$ cat src/hw/scan_decoder_params.svh
// Constants for the scan instruction decoder: opcodes, widths, reset values.
// Assumes inclusion by bare name ahead of the package and the decoder module.
`ifndef SCAN_DECODER_PARAMS_SVH
`define SCAN_DECODER_PARAMS_SVH

`define IR_WIDTH           8
`define IR_PARITY_BIT      7
`define IR_RESET_VALUE     8'hff
`define IR_CAPTURE_VALUE   8'h81
`define IR_RESET_PARITY    1'b1
`define OP_BOUNDARY_EXT    8'h00
`define OP_BOUNDARY_INT    8'h03
`define OP_SAMPLE          8'h82
`define OP_HIGH_IMPEDANCE  8'h06
`define OP_CLAMP_CELLS     8'h87
`define OP_RUN_TEST        8'h09
`define OP_READ_NORMAL     8'h0a
`define OP_READ_TEST       8'h8b
`define OP_CELL_CHECK      8'h0c
`define OP_TOGGLE_OUTPUTS  8'h8d
`define OP_CTRL_SCAN_NORM  8'h8e
`define OP_CTRL_SCAN_TEST  8'h0f
`define RT_OP_WIDTH        3
`define RT_LOW_MASK        3'h3
`define RT_LOW_TOGGLE      3'h0
`define RT_LOW_PATTERN     3'h1
`define RT_LOW_SIGNATURE   3'h2
`define RT_SIG_PATTERN     3'h3
`define RT_SIG_COUNT       3'h7

`endif

$ cat src/hw/scan_decoder_pkg.sv
// Types shared by the scan instruction decoder and its surroundings.
// Assumes the parameter header is found on the include path.
`include "scan_decoder_params.svh"

package scan_decoder_pkg;

   // Data register placed between the serial input and output.
   typedef enum logic [1:0] {
      dr_bypass,
      dr_boundary,
      dr_control
   } dr_select_t;

   // What the boundary cells load at Capture-DR.
   typedef enum logic [1:0] {
      cap_pins,
      cap_hold,
      cap_invert,
      cap_none
   } capture_src_t;

   // Operation run in Run-Test/Idle.
   typedef enum logic [2:0] {
      rt_none,
      rt_toggle,
      rt_pattern16,
      rt_signature16,
      rt_sig_pattern8,
      rt_sig_count8
   } run_op_t;

   // Decoded controls handed to the scan chains and pin logic.
   typedef struct packed {
      dr_select_t   dr_sel;
      logic         test_mode;
      capture_src_t capture_src;
      logic         bypass_capture_zero;
      logic         pins_high_z;
      logic         drive_from_cells;
      logic         input_sample_en;
      logic         output_toggle_en;
      run_op_t      run_op;
   } decode_t;

endpackage

$ cat src/hw/scan_instruction_decoder.sv
// Instruction register and decoder of a boundary-scan test unit.
// Assumes a TAP state machine on the same clock (clk, sampled TCK domain)
// that supplies one-cycle state strobes and the serial instruction bit.
// The control-chain operation bits arrive already updated, on the same clock.
// No input crosses a clock domain, so none is synchronised here.
//
// Contract
// - Instruction is eight bits; bit seven keeps the opcode at even parity.
// - Opcodes 00 and 03 select boundary chain in test mode, capture pins.
// - Bypass opcodes and all unlisted opcodes select bypass, capture zero, normal mode.
// - Opcode 82 samples boundary chain while device stays in normal mode.
// - Opcode 06 selects bypass and floats all outputs; inputs and core keep working.
// - Opcode 87 selects bypass in test mode; stored cells drive core and pins.
// - Opcode 09 selects bypass in test mode; runs control-chain operation in Run-Test/Idle.
// - The control chain selects one of five run-test operations.
// - Opcodes 0a and 8b select boundary chain and hold it at capture.
// - Opcode 0c selects boundary chain in normal mode; cells capture their inverse.
// - Opcode 8d selects bypass in test mode; output cells toggle in Run-Test/Idle.
// - During toggle-outputs input cells hold and pins are not sampled.
// - Opcodes 8e and 0f select the control chain and hold it at capture.
// - Reset loads all ones, selecting bypass; Capture-IR loads 10000001.
// - A new instruction takes effect on the falling edge after Update-IR.
// - Run-test operation decodes from control bits two to zero.
`timescale 1ns/1ps
`default_nettype none
`include "scan_decoder_params.svh"

module scan_instruction_decoder (
   // Clock and asynchronous reset.
   input  wire logic                           clk,
   input  wire logic                           rst_n,
   // TAP state strobes, all synchronous to clk.
   input  wire logic                           tap_reset,
   input  wire logic                           capture_ir,
   input  wire logic                           shift_ir,
   input  wire logic                           update_ir_fall,
   input  wire logic                           run_test_idle,
   // Serial instruction data and the updated control-chain operation bits.
   input  wire logic                           serial_in,
   input  wire logic [`RT_OP_WIDTH-1:0]        control_op,
   // Registered results.
   output logic                                serial_out,
   output logic                                parity_ok,
   output logic      [`IR_WIDTH-1:0]           instr_out,
   output scan_decoder_pkg::decode_t           ctrl,
   output logic                                run_active
);
   import scan_decoder_pkg::*;

   // Instruction shift stage, loaded at Capture-IR and shifted toward bit zero.
   logic [`IR_WIDTH-1:0] shift_r;
   logic [`IR_WIDTH-1:0] shift_nxt;

   // Updated instruction latch; the source of every decoded control but run_op, which also reads control_op.
   logic [`IR_WIDTH-1:0] latch_r;
   logic [`IR_WIDTH-1:0] latch_nxt;

   // Registered control bundle, so that every output leaves a flip-flop.
   decode_t              ctrl_r;
   decode_t              ctrl_nxt;

   // Parity verdict on the latched opcode.
   logic                 parity_r;
   logic                 parity_nxt;

   // Run-test activity flag.
   logic                 run_r;
   logic                 run_nxt;

   // Even parity over the whole opcode, parity bit included.
   // A parity error is only reported; the opcode is still decoded by value,
   // and odd-parity opcodes fall into bypass anyway.
   function automatic logic even_parity(input logic [`IR_WIDTH-1:0] op);
      even_parity = ~(^op);
   endfunction

   // Maps the low control bits onto a run-test operation.
   // The two exact codes are tested first, because they share low bits
   // with each other and differ only in the top bit.
   function automatic run_op_t run_decode(input logic [`RT_OP_WIDTH-1:0] code);
      run_op_t r;
      r = rt_signature16;

      // Exact codes first, then the families that ignore the top bit.
      if (code == `RT_SIG_PATTERN) begin
         r = rt_sig_pattern8;
      end else if (code == `RT_SIG_COUNT) begin
         r = rt_sig_count8;
      end else if ((code & `RT_LOW_MASK) == `RT_LOW_TOGGLE) begin
         r = rt_toggle;
      end else if ((code & `RT_LOW_MASK) == `RT_LOW_PATTERN) begin
         r = rt_pattern16;
      end
      run_decode = r;
   endfunction

   // Full decode of one latched opcode into the control bundle.
   // Every field starts at the bypass, normal-mode value, and each opcode
   // only overrides what it changes; unlisted opcodes keep those values.
   function automatic decode_t decode(input logic [`IR_WIDTH-1:0] op,
                                      input logic [`RT_OP_WIDTH-1:0] code);
      decode_t d;
      d = '0;

      // Defaults: bypass chain, pins sampled, nothing run.
      d.dr_sel              = dr_bypass;
      d.capture_src         = cap_none;
      d.bypass_capture_zero = 1'b1;
      d.input_sample_en     = 1'b1;
      d.run_op              = rt_none;

      case (op)
         // Boundary chain in test mode; cells capture pins and drive core and pins.
         `OP_BOUNDARY_EXT, `OP_BOUNDARY_INT: begin
            d.dr_sel           = dr_boundary;
            d.test_mode        = 1'b1;
            d.capture_src      = cap_pins;
            d.drive_from_cells = 1'b1;
         end

         // Sample: boundary chain, the device keeps its normal function.
         `OP_SAMPLE: begin
            d.dr_sel      = dr_boundary;
            d.capture_src = cap_pins;
         end

         // Outputs float; inputs and the core keep working.
         `OP_HIGH_IMPEDANCE: begin
            d.pins_high_z = 1'b1;
         end

         // Stored cell values drive the core inputs and the output pins.
         `OP_CLAMP_CELLS: begin
            d.test_mode        = 1'b1;
            d.drive_from_cells = 1'b1;
         end

         // Run test: the control chain picks the operation for Run-Test/Idle.
         `OP_RUN_TEST: begin
            d.test_mode        = 1'b1;
            d.drive_from_cells = 1'b1;
            d.run_op           = run_decode(code);
         end

         // Read in normal mode: the chain keeps its contents at capture.
         `OP_READ_NORMAL: begin
            d.dr_sel      = dr_boundary;
            d.capture_src = cap_hold;
         end

         // Read in test mode: as above, with the cells driving.
         `OP_READ_TEST: begin
            d.dr_sel           = dr_boundary;
            d.test_mode        = 1'b1;
            d.capture_src      = cap_hold;
            d.drive_from_cells = 1'b1;
         end

         // Self check: every cell captures the inverse of its value.
         `OP_CELL_CHECK: begin
            d.dr_sel      = dr_boundary;
            d.capture_src = cap_invert;
         end

         // Toggle outputs: input cells hold and the pins are not sampled.
         `OP_TOGGLE_OUTPUTS: begin
            d.test_mode        = 1'b1;
            d.drive_from_cells = 1'b1;
            d.output_toggle_en = 1'b1;
            d.input_sample_en  = 1'b0;
            d.run_op           = rt_toggle;
         end

         // Control chain scan in normal mode.
         `OP_CTRL_SCAN_NORM: begin
            d.dr_sel      = dr_control;
            d.capture_src = cap_hold;
         end

         // Control chain scan in test mode.
         `OP_CTRL_SCAN_TEST: begin
            d.dr_sel           = dr_control;
            d.test_mode        = 1'b1;
            d.capture_src      = cap_hold;
            d.drive_from_cells = 1'b1;
         end

         // Every other opcode behaves as bypass.
         default: begin
            d.dr_sel = dr_bypass;
         end
      endcase

      // Whenever bypass is selected it captures zero at Capture-DR.
      d.bypass_capture_zero = (d.dr_sel == dr_bypass);
      decode = d;
   endfunction

   // Shift stage: capture fixed pattern, shift toward the LSB, reset to ones.
   // Strobe priority is reset, then capture, then shift, so a stray overlap
   // of strobes always resolves toward the safe bypass state.
   always_comb begin
      shift_nxt = shift_r;
      if (tap_reset) begin
         shift_nxt = `IR_RESET_VALUE;
      end else if (capture_ir) begin
         shift_nxt = `IR_CAPTURE_VALUE;
      end else if (shift_ir) begin
         shift_nxt = {serial_in, shift_r[`IR_WIDTH-1:1]};
      end
   end

   // Latch stage: changes only on Test-Logic-Reset or the update strobe, which marks the falling
   // edge after Update-IR, so a half-scanned opcode never reaches the decode.
   // Parity is judged on the same value that is latched.
   always_comb begin
      latch_nxt  = latch_r;
      parity_nxt = parity_r;
      if (tap_reset) begin
         latch_nxt  = `IR_RESET_VALUE;
         parity_nxt = even_parity(`IR_RESET_VALUE);
      end else if (update_ir_fall) begin
         latch_nxt  = shift_r;
         parity_nxt = even_parity(shift_r);
      end
   end

   // Decode of the next latch value, so controls change in step with the latch.
   // Reading the shift stages here would let half-scanned opcodes reach the pins.
   always_comb begin
      ctrl_nxt = decode(latch_nxt, control_op);
   end

   // Run-test activity: only in Run-Test/Idle and only for an opcode that runs.
   // Test-Logic-Reset stops it at once.
   always_comb begin
      run_nxt = run_test_idle && (ctrl_nxt.run_op != rt_none) && !tap_reset;
   end

   // Instruction shift stage register.
   // Reset loads all ones, as Test-Logic-Reset does.
   always_ff @(posedge clk or negedge rst_n) begin
      if (!rst_n) begin
         shift_r <= `IR_RESET_VALUE;
      end else begin
         shift_r <= shift_nxt;
      end
   end

   // Instruction latch and parity flag.
   // The reset value selects bypass and has even parity.
   always_ff @(posedge clk or negedge rst_n) begin
      if (!rst_n) begin
         latch_r  <= `IR_RESET_VALUE;
         parity_r <= `IR_RESET_PARITY;
      end else begin
         latch_r  <= latch_nxt;
         parity_r <= parity_nxt;
      end
   end

   // Control bundle register.
   // Its reset value is the decode of bypass in normal mode.
   always_ff @(posedge clk or negedge rst_n) begin
      if (!rst_n) begin
         ctrl_r.dr_sel              <= dr_bypass;
         ctrl_r.test_mode           <= 1'b0;
         ctrl_r.capture_src         <= cap_none;
         ctrl_r.bypass_capture_zero <= 1'b1;
         ctrl_r.pins_high_z         <= 1'b0;
         ctrl_r.drive_from_cells    <= 1'b0;
         ctrl_r.input_sample_en     <= 1'b1;
         ctrl_r.output_toggle_en    <= 1'b0;
         ctrl_r.run_op              <= rt_none;
      end else begin
         ctrl_r <= ctrl_nxt;
      end
   end

   // Run-test activity register.
   // Cleared by reset so no operation runs before an instruction is loaded.
   always_ff @(posedge clk or negedge rst_n) begin
      if (!rst_n) begin
         run_r <= 1'b0;
      end else begin
         run_r <= run_nxt;
      end
   end

   // Outputs come straight from flip-flops.
   // No logic stands between the registers and the ports.
   always_comb begin
      serial_out = shift_r[0];
      parity_ok  = parity_r;
      instr_out  = latch_r;
      ctrl       = ctrl_r;
      run_active = run_r;
   end

endmodule
`default_nettype wire

$ cat config.mk
export PLATFORM = sky130hd
export DESIGN_NAME = scan_instruction_decoder
export DESIGN_NICKNAME = d
export VERILOG_FILES = /design/src/hw/scan_decoder_pkg.sv /design/src/hw/scan_instruction_decoder.sv
export VERILOG_INCLUDE_DIRS = /design/src /design/src/hw
export SDC_FILE = /design/constraint.sdc
export NUM_CORES = 1
export LEC_CHECK = 0
export BUFFER_PORTS_ARGS = -buffer_cell sky130_fd_sc_hd__buf_4
export CAP_MARGIN = 30
export CORE_UTILIZATION = 35
export DETAILED_ROUTE_END_ITERATION = 8
export GPL_ROUTABILITY_DRIVEN = 0
export PLACE_DENSITY = 0.64
export REMOVE_ABC_BUFFERS = 1
export SLEW_MARGIN = 20
export SYNTH_ARGS = -nofsm -noshare
export SYNTH_HDL_FRONTEND = slang
export SYNTH_SLANG_ARGS = --single-unit
$ cat constraint.sdc
create_clock -name clk -period 2 [get_ports clk]
set_input_delay 0.2 -clock clk [delete_from_list [all_inputs] [get_ports clk]]
set_output_delay 0.2 -clock clk [all_outputs]
set_load 0.03 [all_outputs]
### Word level (Yosys, flattened, before mapping)

Cells that the tools add are included.

* register bits: 30
* input port bits: 11
* word-level logic and storage cells: 59

* eq/ne operators: 14
* mux-type cells: 17
* bitwise operators: 1
* reductions and logical operators: 15

Operators with widths (count)
* == test 8 bit, second input constant: 5
* 2-to-1 mux 8 bit: 5
* == test 8 x 4 -> 1 bit, second input constant: 4
* 2-to-1 mux 3 bit: 3
* == test 8 x 2 -> 1 bit, second input constant: 1
* == test 8 x 3 -> 1 bit, second input constant: 1
* logical NOT 8 bit: 1
* XOR reduction 8 bit: 1
* OR reduction 7 bit: 1
* case mux 2 bit (3 select lines): 1
* case mux 3 bit (2 select lines): 1
* nonzero test 3 bit: 2
* OR reduction 6 bit: 1
* 2-to-1 mux 1 bit: 5
* case mux 2 bit (2 select lines): 1
* OR reduction 4 bit: 1
* == test 3 x 2 -> 1 bit, second input constant: 1
* == test 3 bit, second input constant: 1
* logical NOT 3 bit: 1
* OR reduction 3 bit: 1
* == test 2 x 1 -> 1 bit, second input constant: 1
* logical AND 1 bit: 2
* logical NOT 2 bit: 1
* 2-to-1 mux 2 bit: 1
* other kinds (4): 4

### Depth between registers and ports, before layout

Gate-level depths: netlist (run 1).

* word-level depth: 9
* mapped depth: 7
* mapped depth without buffers: 6

### Worst setup path before layout (run 1)

Ideal clock, no wire load.

* path kind: flip-flop to flip-flop
* start: reg shift_r[0]
* end: reg ctrl_r (netlist bit ctrl[11])
* library setup time: 0.131 ns
* arrival time: 1.853 ns
* path slack: 0.016 ns
* stages on the path, launching flop included: 6
* clock period less this slack: 1.984 ns
* cells stage by stage: dfstp_2 > clkbuf_1 > nor4bb_1 > o21a_1 > o311a_1 > or3_1

RTL lines
* from (decl): RTL line scan_instruction_decoder.sv:51 `` logic [`IR_WIDTH-1:0] shift_r; ``
* from (signal assigned): RTL line scan_instruction_decoder.sv:244 `` shift_r <= `IR_RESET_VALUE; ``
* from (signal assigned): RTL line scan_instruction_decoder.sv:246 `shift_r <= shift_nxt;`
* to (signal assigned): RTL line scan_instruction_decoder.sv:276 `ctrl_r <= ctrl_nxt;`
* to (decl): RTL line scan_instruction_decoder.sv:59 `decode_t ctrl_r;`

==> flow_metrics.py, run 1 <==
metrics = {
    "grt": {
        "grt_max_degree": 31,
        "grt_pass1_vias": 1333,
        "grt_pass1_wl_um": 6470,
        "antenna_found_initial": 0,
        "grt-ovfl-total": 0,
        "track_usage_pct": 16.3,
    },
    "synth": {
        "synth-seq-area-share_pct": 45.9,
        "synth_area_leaders": "dfstp_2 (33%), dfrtp_1 (13%), mux2i_1 (7.1%)",
        "postSynthCellCount": 159,
        "async_flop_share_pct": 100,
        "synth_seq_cells": 30,
        "yosysTopAreaCell": "dfstp_2",
        "ys_types": 49,
        "syn_area_per_cell_um2": 10.7,
        "ys.flop_type": "dfstp_2",
        "synth_area_um2": 1690,
        "synth_top_area_share_pct": 32.6,
        "yosys_warnings": 0,
        "synth_edf_count": 0,
    },
    "timing": {
        "setup_tns_ps": 0,
        "min_period_ps": 1830,
        "worst_slew_pin_slew_ps": 456,
        "hold_viol_final": 0,
        "fin_crit_sh_pct": 91.4,
        "rsz0062_at_grt": "false",
        "fin_skew_ps": 3.02,
        "setup_violations": 0,
        "drv_slew": 0,
        "fmax_mhz": 547,
        "relSlewSlack_pct": 69.1,
    },
    "drt": {
        "viasPerCell": 5.38,
        "drt_iter0_drc": 79,
        "wl_per_cell_um": 15.2,
        "wl_um": 3720,
        "antenna_left": 0,
        "drc_errors": 0,
        "vias": 1317,
        "dr.pass1.iters": 4,
    },
    "floorplan": {
        "rows": 24,
        "core_um2": 4500,
        "dieArea_um2": 5120,
        "io_pins": 35,
        "die_x_um": 71.6,
        "fp.dieH_um": 71.6,
        "start_util_pct": 37.6,
    },
    "setup_path": {
        "cp_cell_sequence": "or3b_1 -> a221oi_2 -> nand3_2 -> o31ai_1",
        "reg2regPathDepth": 4,
        "crit_arrival_ps": 2010,
        "cp_num_buf_inv": 0,
        "critPathKind": "flop to flop",
        "max_stage_delay_ps": 600,
        "slowest_stage": "dfstp_2",
        "cp.depth": 4,
        "crit_path_start_kind": "flop",
        "endpoint_kind": "flop",
        "critPathMaxFanout": 8,
        "cp.required_ps": 2180,
        "path_delay_family": "compound AO/OA/AOI/OAI gates",
    },
    "run": {
        "cap_violations": 0,
    },
    "placement": {
        "dp_hpwl_um": 2760,
        "placed_area_um2": 1980,
        "port_buffers": 34,
    },
    "clock_network": {
        "clk_pin_slew_ps": 60,
        "cts_setup_buffers": 0,
        "cts_root_buf": "clkbuf_8",
        "cts_tree": "done",
        "numCtsBuffers": 5,
        "htreeDepth": 2,
        "clk_latency_ps": 270,
        "clock_path_buffers": 2,
        "cts_sinks": 30,
        "cts_resized": 0,
    },
    "layout": {
        "layout_commonest_cell": "buf_4",
        "layout-drive-gt1-share_pct": 37.3,
        "fill_cells": 420,
        "antenna_cells": 0,
        "layout_common_cells": "buf_4 (37), dfstp_2 (21), mux2i_1 (12)",
        "area_delta_synth_final_pct": 22.1,
        "nets": 206,
        "post-route-util_pct": 45.9,
        "stdcell_area_um2": 2070,
    },
    "worst_hold_path": {
        "hold_depth": 2,
        "hold_class": "primary input to flop",
    },
    "power": {
        "irDropWorstVdd_mv": 0.400,
        "powerDensity_nw_per_um2": 656,
        "power_mw": 1.36,
        "leakage_nw": 0.919,
    },
    "outcome": {
        "status": "complete, no violations",
    },
}
[layout make-up]
type / count / area, um2 / share of cell area, %
clock buffers: 8 / 80.1 / 3.87
well taps: 52 / 65.1 / 3.15
inverters: 6 / 22.5 / 1.09
repair buffers: 38 / 288 / 13.9
flip-flops and latches: 30 / 777 / 37.6
multi-input cells: 111 / 836 / 40.4
[sequential cells by signal, summed over array words and instances (netlist names)]
signal,cells
shift_r,8
instr_out,8
parity_ok,1
ctrl,12
run_active,1
[final timing paths]
kind / end / slack, ps / start
worst max-delay path: ctrl[0] / 170 / instr_out[0]
worst min-delay path: shift_r[4] / 130 / capture_ir
worst max register to register: ctrl[0] / 170 / instr_out[0]
worst min register to register: parity_ok / 560 / parity_ok
max in group asynchronous: shift_r[3] / 1300 / rst_n
min in group asynchronous: ctrl[5] / 390 / rst_n
[routing by layer]
layer	routed length, um	track usage, %	vias to the layer above
met5	0	0	-
met4	59	6.75	0
met3	172	3.52	6
met2	1810	27.0	35
met1	1680	20.9	643
li1	-	-	633
[cell usage after synthesis, types with 2 or more instances]
cell type  number
dfstp_2        21
mux2i_1        12
o21ai_0        10
dfrtp_1         9
nand2_1         9
xnor2_1         9
clkbuf_1        7
inv_1           6
nor2_1          6
a21oi_1         5
nor2b_1         5
a211o_1         4
nand3b_1        4
ha_1            3
nand2b_1        3
nor3_1          3
or3_1           3
or3b_1          3
and3_1          2
buf_2           2
nand3_1         2
nand4_1         2
o22ai_1         2
xor2_1          2
[per-stage QoR]
step / hold slack, ps / instances / setup WS [ps]
after floorplan: -95.6 / 147 / 166
after global placement: 134 / 236 / 214
after detailed placement: 147 / 236 / 188
after CTS: 127 / 245 / 167
after global routing: 133 / 245 / 89.6
final: 131 / 245 / 172
[cell families (layout without fill, tap and decap cells)]
| logic type | after synthesis | in the layout | synth area share (%) |
|---|---|---|---|
| buf+inv | 18 | 52 | 4.80 |
| simple gates | 53 | 53 | 19.8 |
| mux | 13 | 13 | 7.76 |
| flops | 30 | 30 | 45.9 |
| compound gates | 31 | 31 | 13.9 |
| fa+ha+maj | 3 | 3 | 2.22 |
| xor+xnor | 11 | 11 | 5.69 |
[power by group]
| group | switching (mW) | leakage [nW] | internal (mW) |
|---|---|---|---|
| Clock | 0.205 | 0.0395 | 0.246 |
| Sequential | 0.0339 | 0.347 | 0.647 |
| Combinational | 0.124 | 0.533 | 0.0991 |
| Total | 0.363 | 0.919 | 0.993 |
[timing repair]
| item | 4_1_cts | 5_1_grt |
|---|---|---|
| hold buffers | 1 | 0 |
| hold endpoints to repair | 9 | 0 |
| endpoints found under the setup margin | 0 | 0 |
No activity file was read; power rests on OpenSTA's default activity.
==> run 2, diff against run 1 <==
--- a/config.mk
+++ b/config.mk
@@ -6,12 +6,13 @@
 export SDC_FILE = /design/constraint.sdc
 export NUM_CORES = 1
 export LEC_CHECK = 0
+export ABC_CLOCK_PERIOD_IN_PS = 1600
 export BUFFER_PORTS_ARGS = -buffer_cell sky130_fd_sc_hd__buf_4
 export CAP_MARGIN = 30
 export CORE_UTILIZATION = 35
 export DETAILED_ROUTE_END_ITERATION = 8
 export GPL_ROUTABILITY_DRIVEN = 0
-export PLACE_DENSITY = 0.64
+export PLACE_DENSITY = 0.66
 export REMOVE_ABC_BUFFERS = 1
 export SLEW_MARGIN = 20
 export SYNTH_ARGS = -nofsm -noshare
==> constraint.sdc (replaced) <==
create_clock -name clk -period 1.6 [get_ports clk]
set_input_delay 0.16 -clock clk [delete_from_list [all_inputs] [get_ports clk]]
set_output_delay 0.16 -clock clk [all_outputs]
set_load 0.03 [all_outputs]
==> flow_metrics.py, run 2 (same netlist as run 1, synthesis figures left out) <==
metrics = {
    "outcome": {
        "status": "complete, but fails checks",
        "violations": "negative setup slack",
    },
    "grt": {
        "busiest_layer": "met2",
        "antenna_found_initial": 0,
        "grt_max_degree": 31,
        "grt-ovfl-total": 0,
        "track_usage_pct": 17.2,
        "grt_pass1_vias": 1511,
        "use_met3_pct": 3.94,
        "grtUsageMet1_pct": 22.0,
        "use_met2_pct": 29.3,
        "grt_pass1_wl_um": 6860,
    },
    "setup_path": {
        "path_delay_family": "simple AND/OR/NAND/NOR gates",
        "cp_cell_sequence": "or3_4 -> a2111oi_4 -> buf_6 -> nand2_1 -> nor4b_2",
        "max_stage_delay_ps": 370,
        "crit_path_start_kind": "flop",
        "crit_arrival_ps": 1900,
        "slowest_stage": "dfstp_2",
        "rrSetupSlack_ps": -120,
        "cp.required_ps": 1780,
        "timing.rr.start": "instr_out[4]",
        "cp_num_buf_inv": 1,
        "worst_r2r_endpoint": "ctrl[6]",
        "critPathKind": "flop to flop",
        "endpoint_kind": "flop",
        "reg2regPathDepth": 5,
        "critPathMaxFanout": 10,
    },
    "timing": {
        "rsz0062_at_grt": "true",
        "final.setup.worst_slack_ps": -123,
        "fmax_mhz": 580,
        "fin_crit_sh_pct": 108,
        "worst_slew_pin_slew_ps": 469,
        "setup_tns_ps": -779,
        "min_period_ps": 1720,
        "fin_skew_ps": 4.88,
        "drv_slew": 0,
        "relSlewSlack_pct": 68.3,
        "hold_viol_final": 0,
        "setup_violations": 9,
    },
    "drt": {
        "drc_errors": 0,
        "dr.pass1.iters": 4,
        "wl_um": 4020,
        "viasPerCell": 5.13,
        "antenna_left": 0,
        "wl_per_cell_um": 14.5,
        "vias": 1422,
        "drt_iter0_drc": 70,
    },
    "power": {
        "leakage_nw": 1.09,
        "p_switching_uw": 487,
        "power_frac_clock_pct": 32.8,
        "p_int_mw": 1.29,
        "irDropWorstVdd_mv": 0.425,
        "switching_share_pct": 27.3,
        "p_seq_share_pct": 46.9,
        "pwr-share-comb_pct": 20.3,
        "powerDensity_nw_per_um2": 753,
    },
    "layout": {
        "antenna_cells": 0,
        "post-route-util_pct": 52.5,
        "largest_reg_flops": 12,
        "layout-drive-gt1-share_pct": 49.8,
        "multi_input_area_um2": 885,
        "fill_cells": 407,
        "nets": 238,
        "seqCellArea_um2": 777,
        "layout_commonest_cell": "buf_4",
        "area_delta_synth_final_pct": 39.6,
        "layout_common_cells": "buf_4 (67), dfstp_2 (21), mux2i_1 (12)",
    },
    "floorplan": {
        "die_x_um": 71.6,
        "dieArea_um2": 5120,
        "core_um2": 4500,
        "io_pins": 35,
        "rows": 24,
        "fp.dieH_um": 71.6,
        "start_util_pct": 37.6,
    },
    "placement": {
        "port_buffers": 34,
        "dp_hpwl_um": 2970,
    },
    "clock_network": {
        "clk_latency_ps": 280,
        "htreeDepth": 2,
        "cts_tree": "done",
        "numCtsBuffers": 5,
        "cts_root_buf": "clkbuf_8",
        "cts_sinks": 30,
        "clk_pin_slew_ps": 60,
        "clock_path_buffers": 2,
    },
    "run": {
        "cap_violations": 0,
    },
    "worst_hold_path": {
        "hold_depth": 2,
        "min_to": "shift_r[5]",
        "hold_class": "primary input to flop",
        "hp-start": "capture_ir",
    },
}
-- run 2: cell types whose count changed in the layout (fill, tap and decap cells not counted), moves of 2 or more --
cell	delta
buf_4	+30
buf_6	+2
nor2_1	-2
o21ai_0	-2
o21ai_1	+2
or3b_1	-2
or3b_4	+2
-- run 2: power groups by stage --
stage               Sequential [mW]  Combinational, mW  Clock [mW]
floorplan                     0.881              0.138           0
global placement              0.846              0.345           0
detailed placement            0.846              0.349           0
CTS                           0.836              0.364       0.594
global route                  0.841              0.396       0.624
finish                        0.836              0.362       0.583
-- run 2: final cells by class --
type | count | share of cell area (%)
Timing Repair Buffer | 70 | 22.6
Tap cell | 52 | 2.75
Sequential cell | 30 | 32.9
Multi-Input combinational cell | 111 | 37.4
Inverter | 6 | 0.952
Clock buffer | 8 | 3.39
-- run 2: timing repair --
action                                 4_1_cts  5_1_grt
buffers inserted                             1        0
resized for setup                           13        1
cloned                                       0        0
setup endpoints to repair                   11       13
pin swaps                                    6        0
hold buffers                                 1        0
endpoints found under the hold margin        9        0
-- run 2: through the flow --
stage | cells | total power, mW | area, um2 | hold WS (ps) | setup WS [ps]
after CTS | 277 | 1.79 | 2360 | 82.5 | -130
after global placement | 267 | 1.19 | 2210 | 109 | -129
final | 277 | 1.78 | 2360 | 82.7 | -123
after floorplan | 147 | 1.02 | 1640 | -136 | -234
after global routing | 277 | 1.86 | 2360 | 102 | -213
after detailed placement | 267 | 1.19 | 2210 | 116 | -146
-- run 2: how the worst max path moves through the flow --
stage                      start      end  slack, ps  depth (start not counted)
floorplan           instr_out[4]  ctrl[0]       -230                          4
global placement      shift_r[4]  ctrl[6]       -130                          5
detailed placement    shift_r[4]  ctrl[6]       -150                          5
CTS                 instr_out[4]  ctrl[6]       -130                          5
global route        instr_out[4]  ctrl[6]       -210                          5
finish              instr_out[4]  ctrl[6]       -120                          5
-- run 2: layer usage --
metal | part of all wire (%) | vias to the layer above | wire [um]
li1 | - | 692 | -
met1 | 45 | 688 | 1810
met2 | 49 | 34 | 1990
met3 | 4.2 | 8 | 169
met4 | 1.5 | 0 | 59
met5 | 0 | - | 0
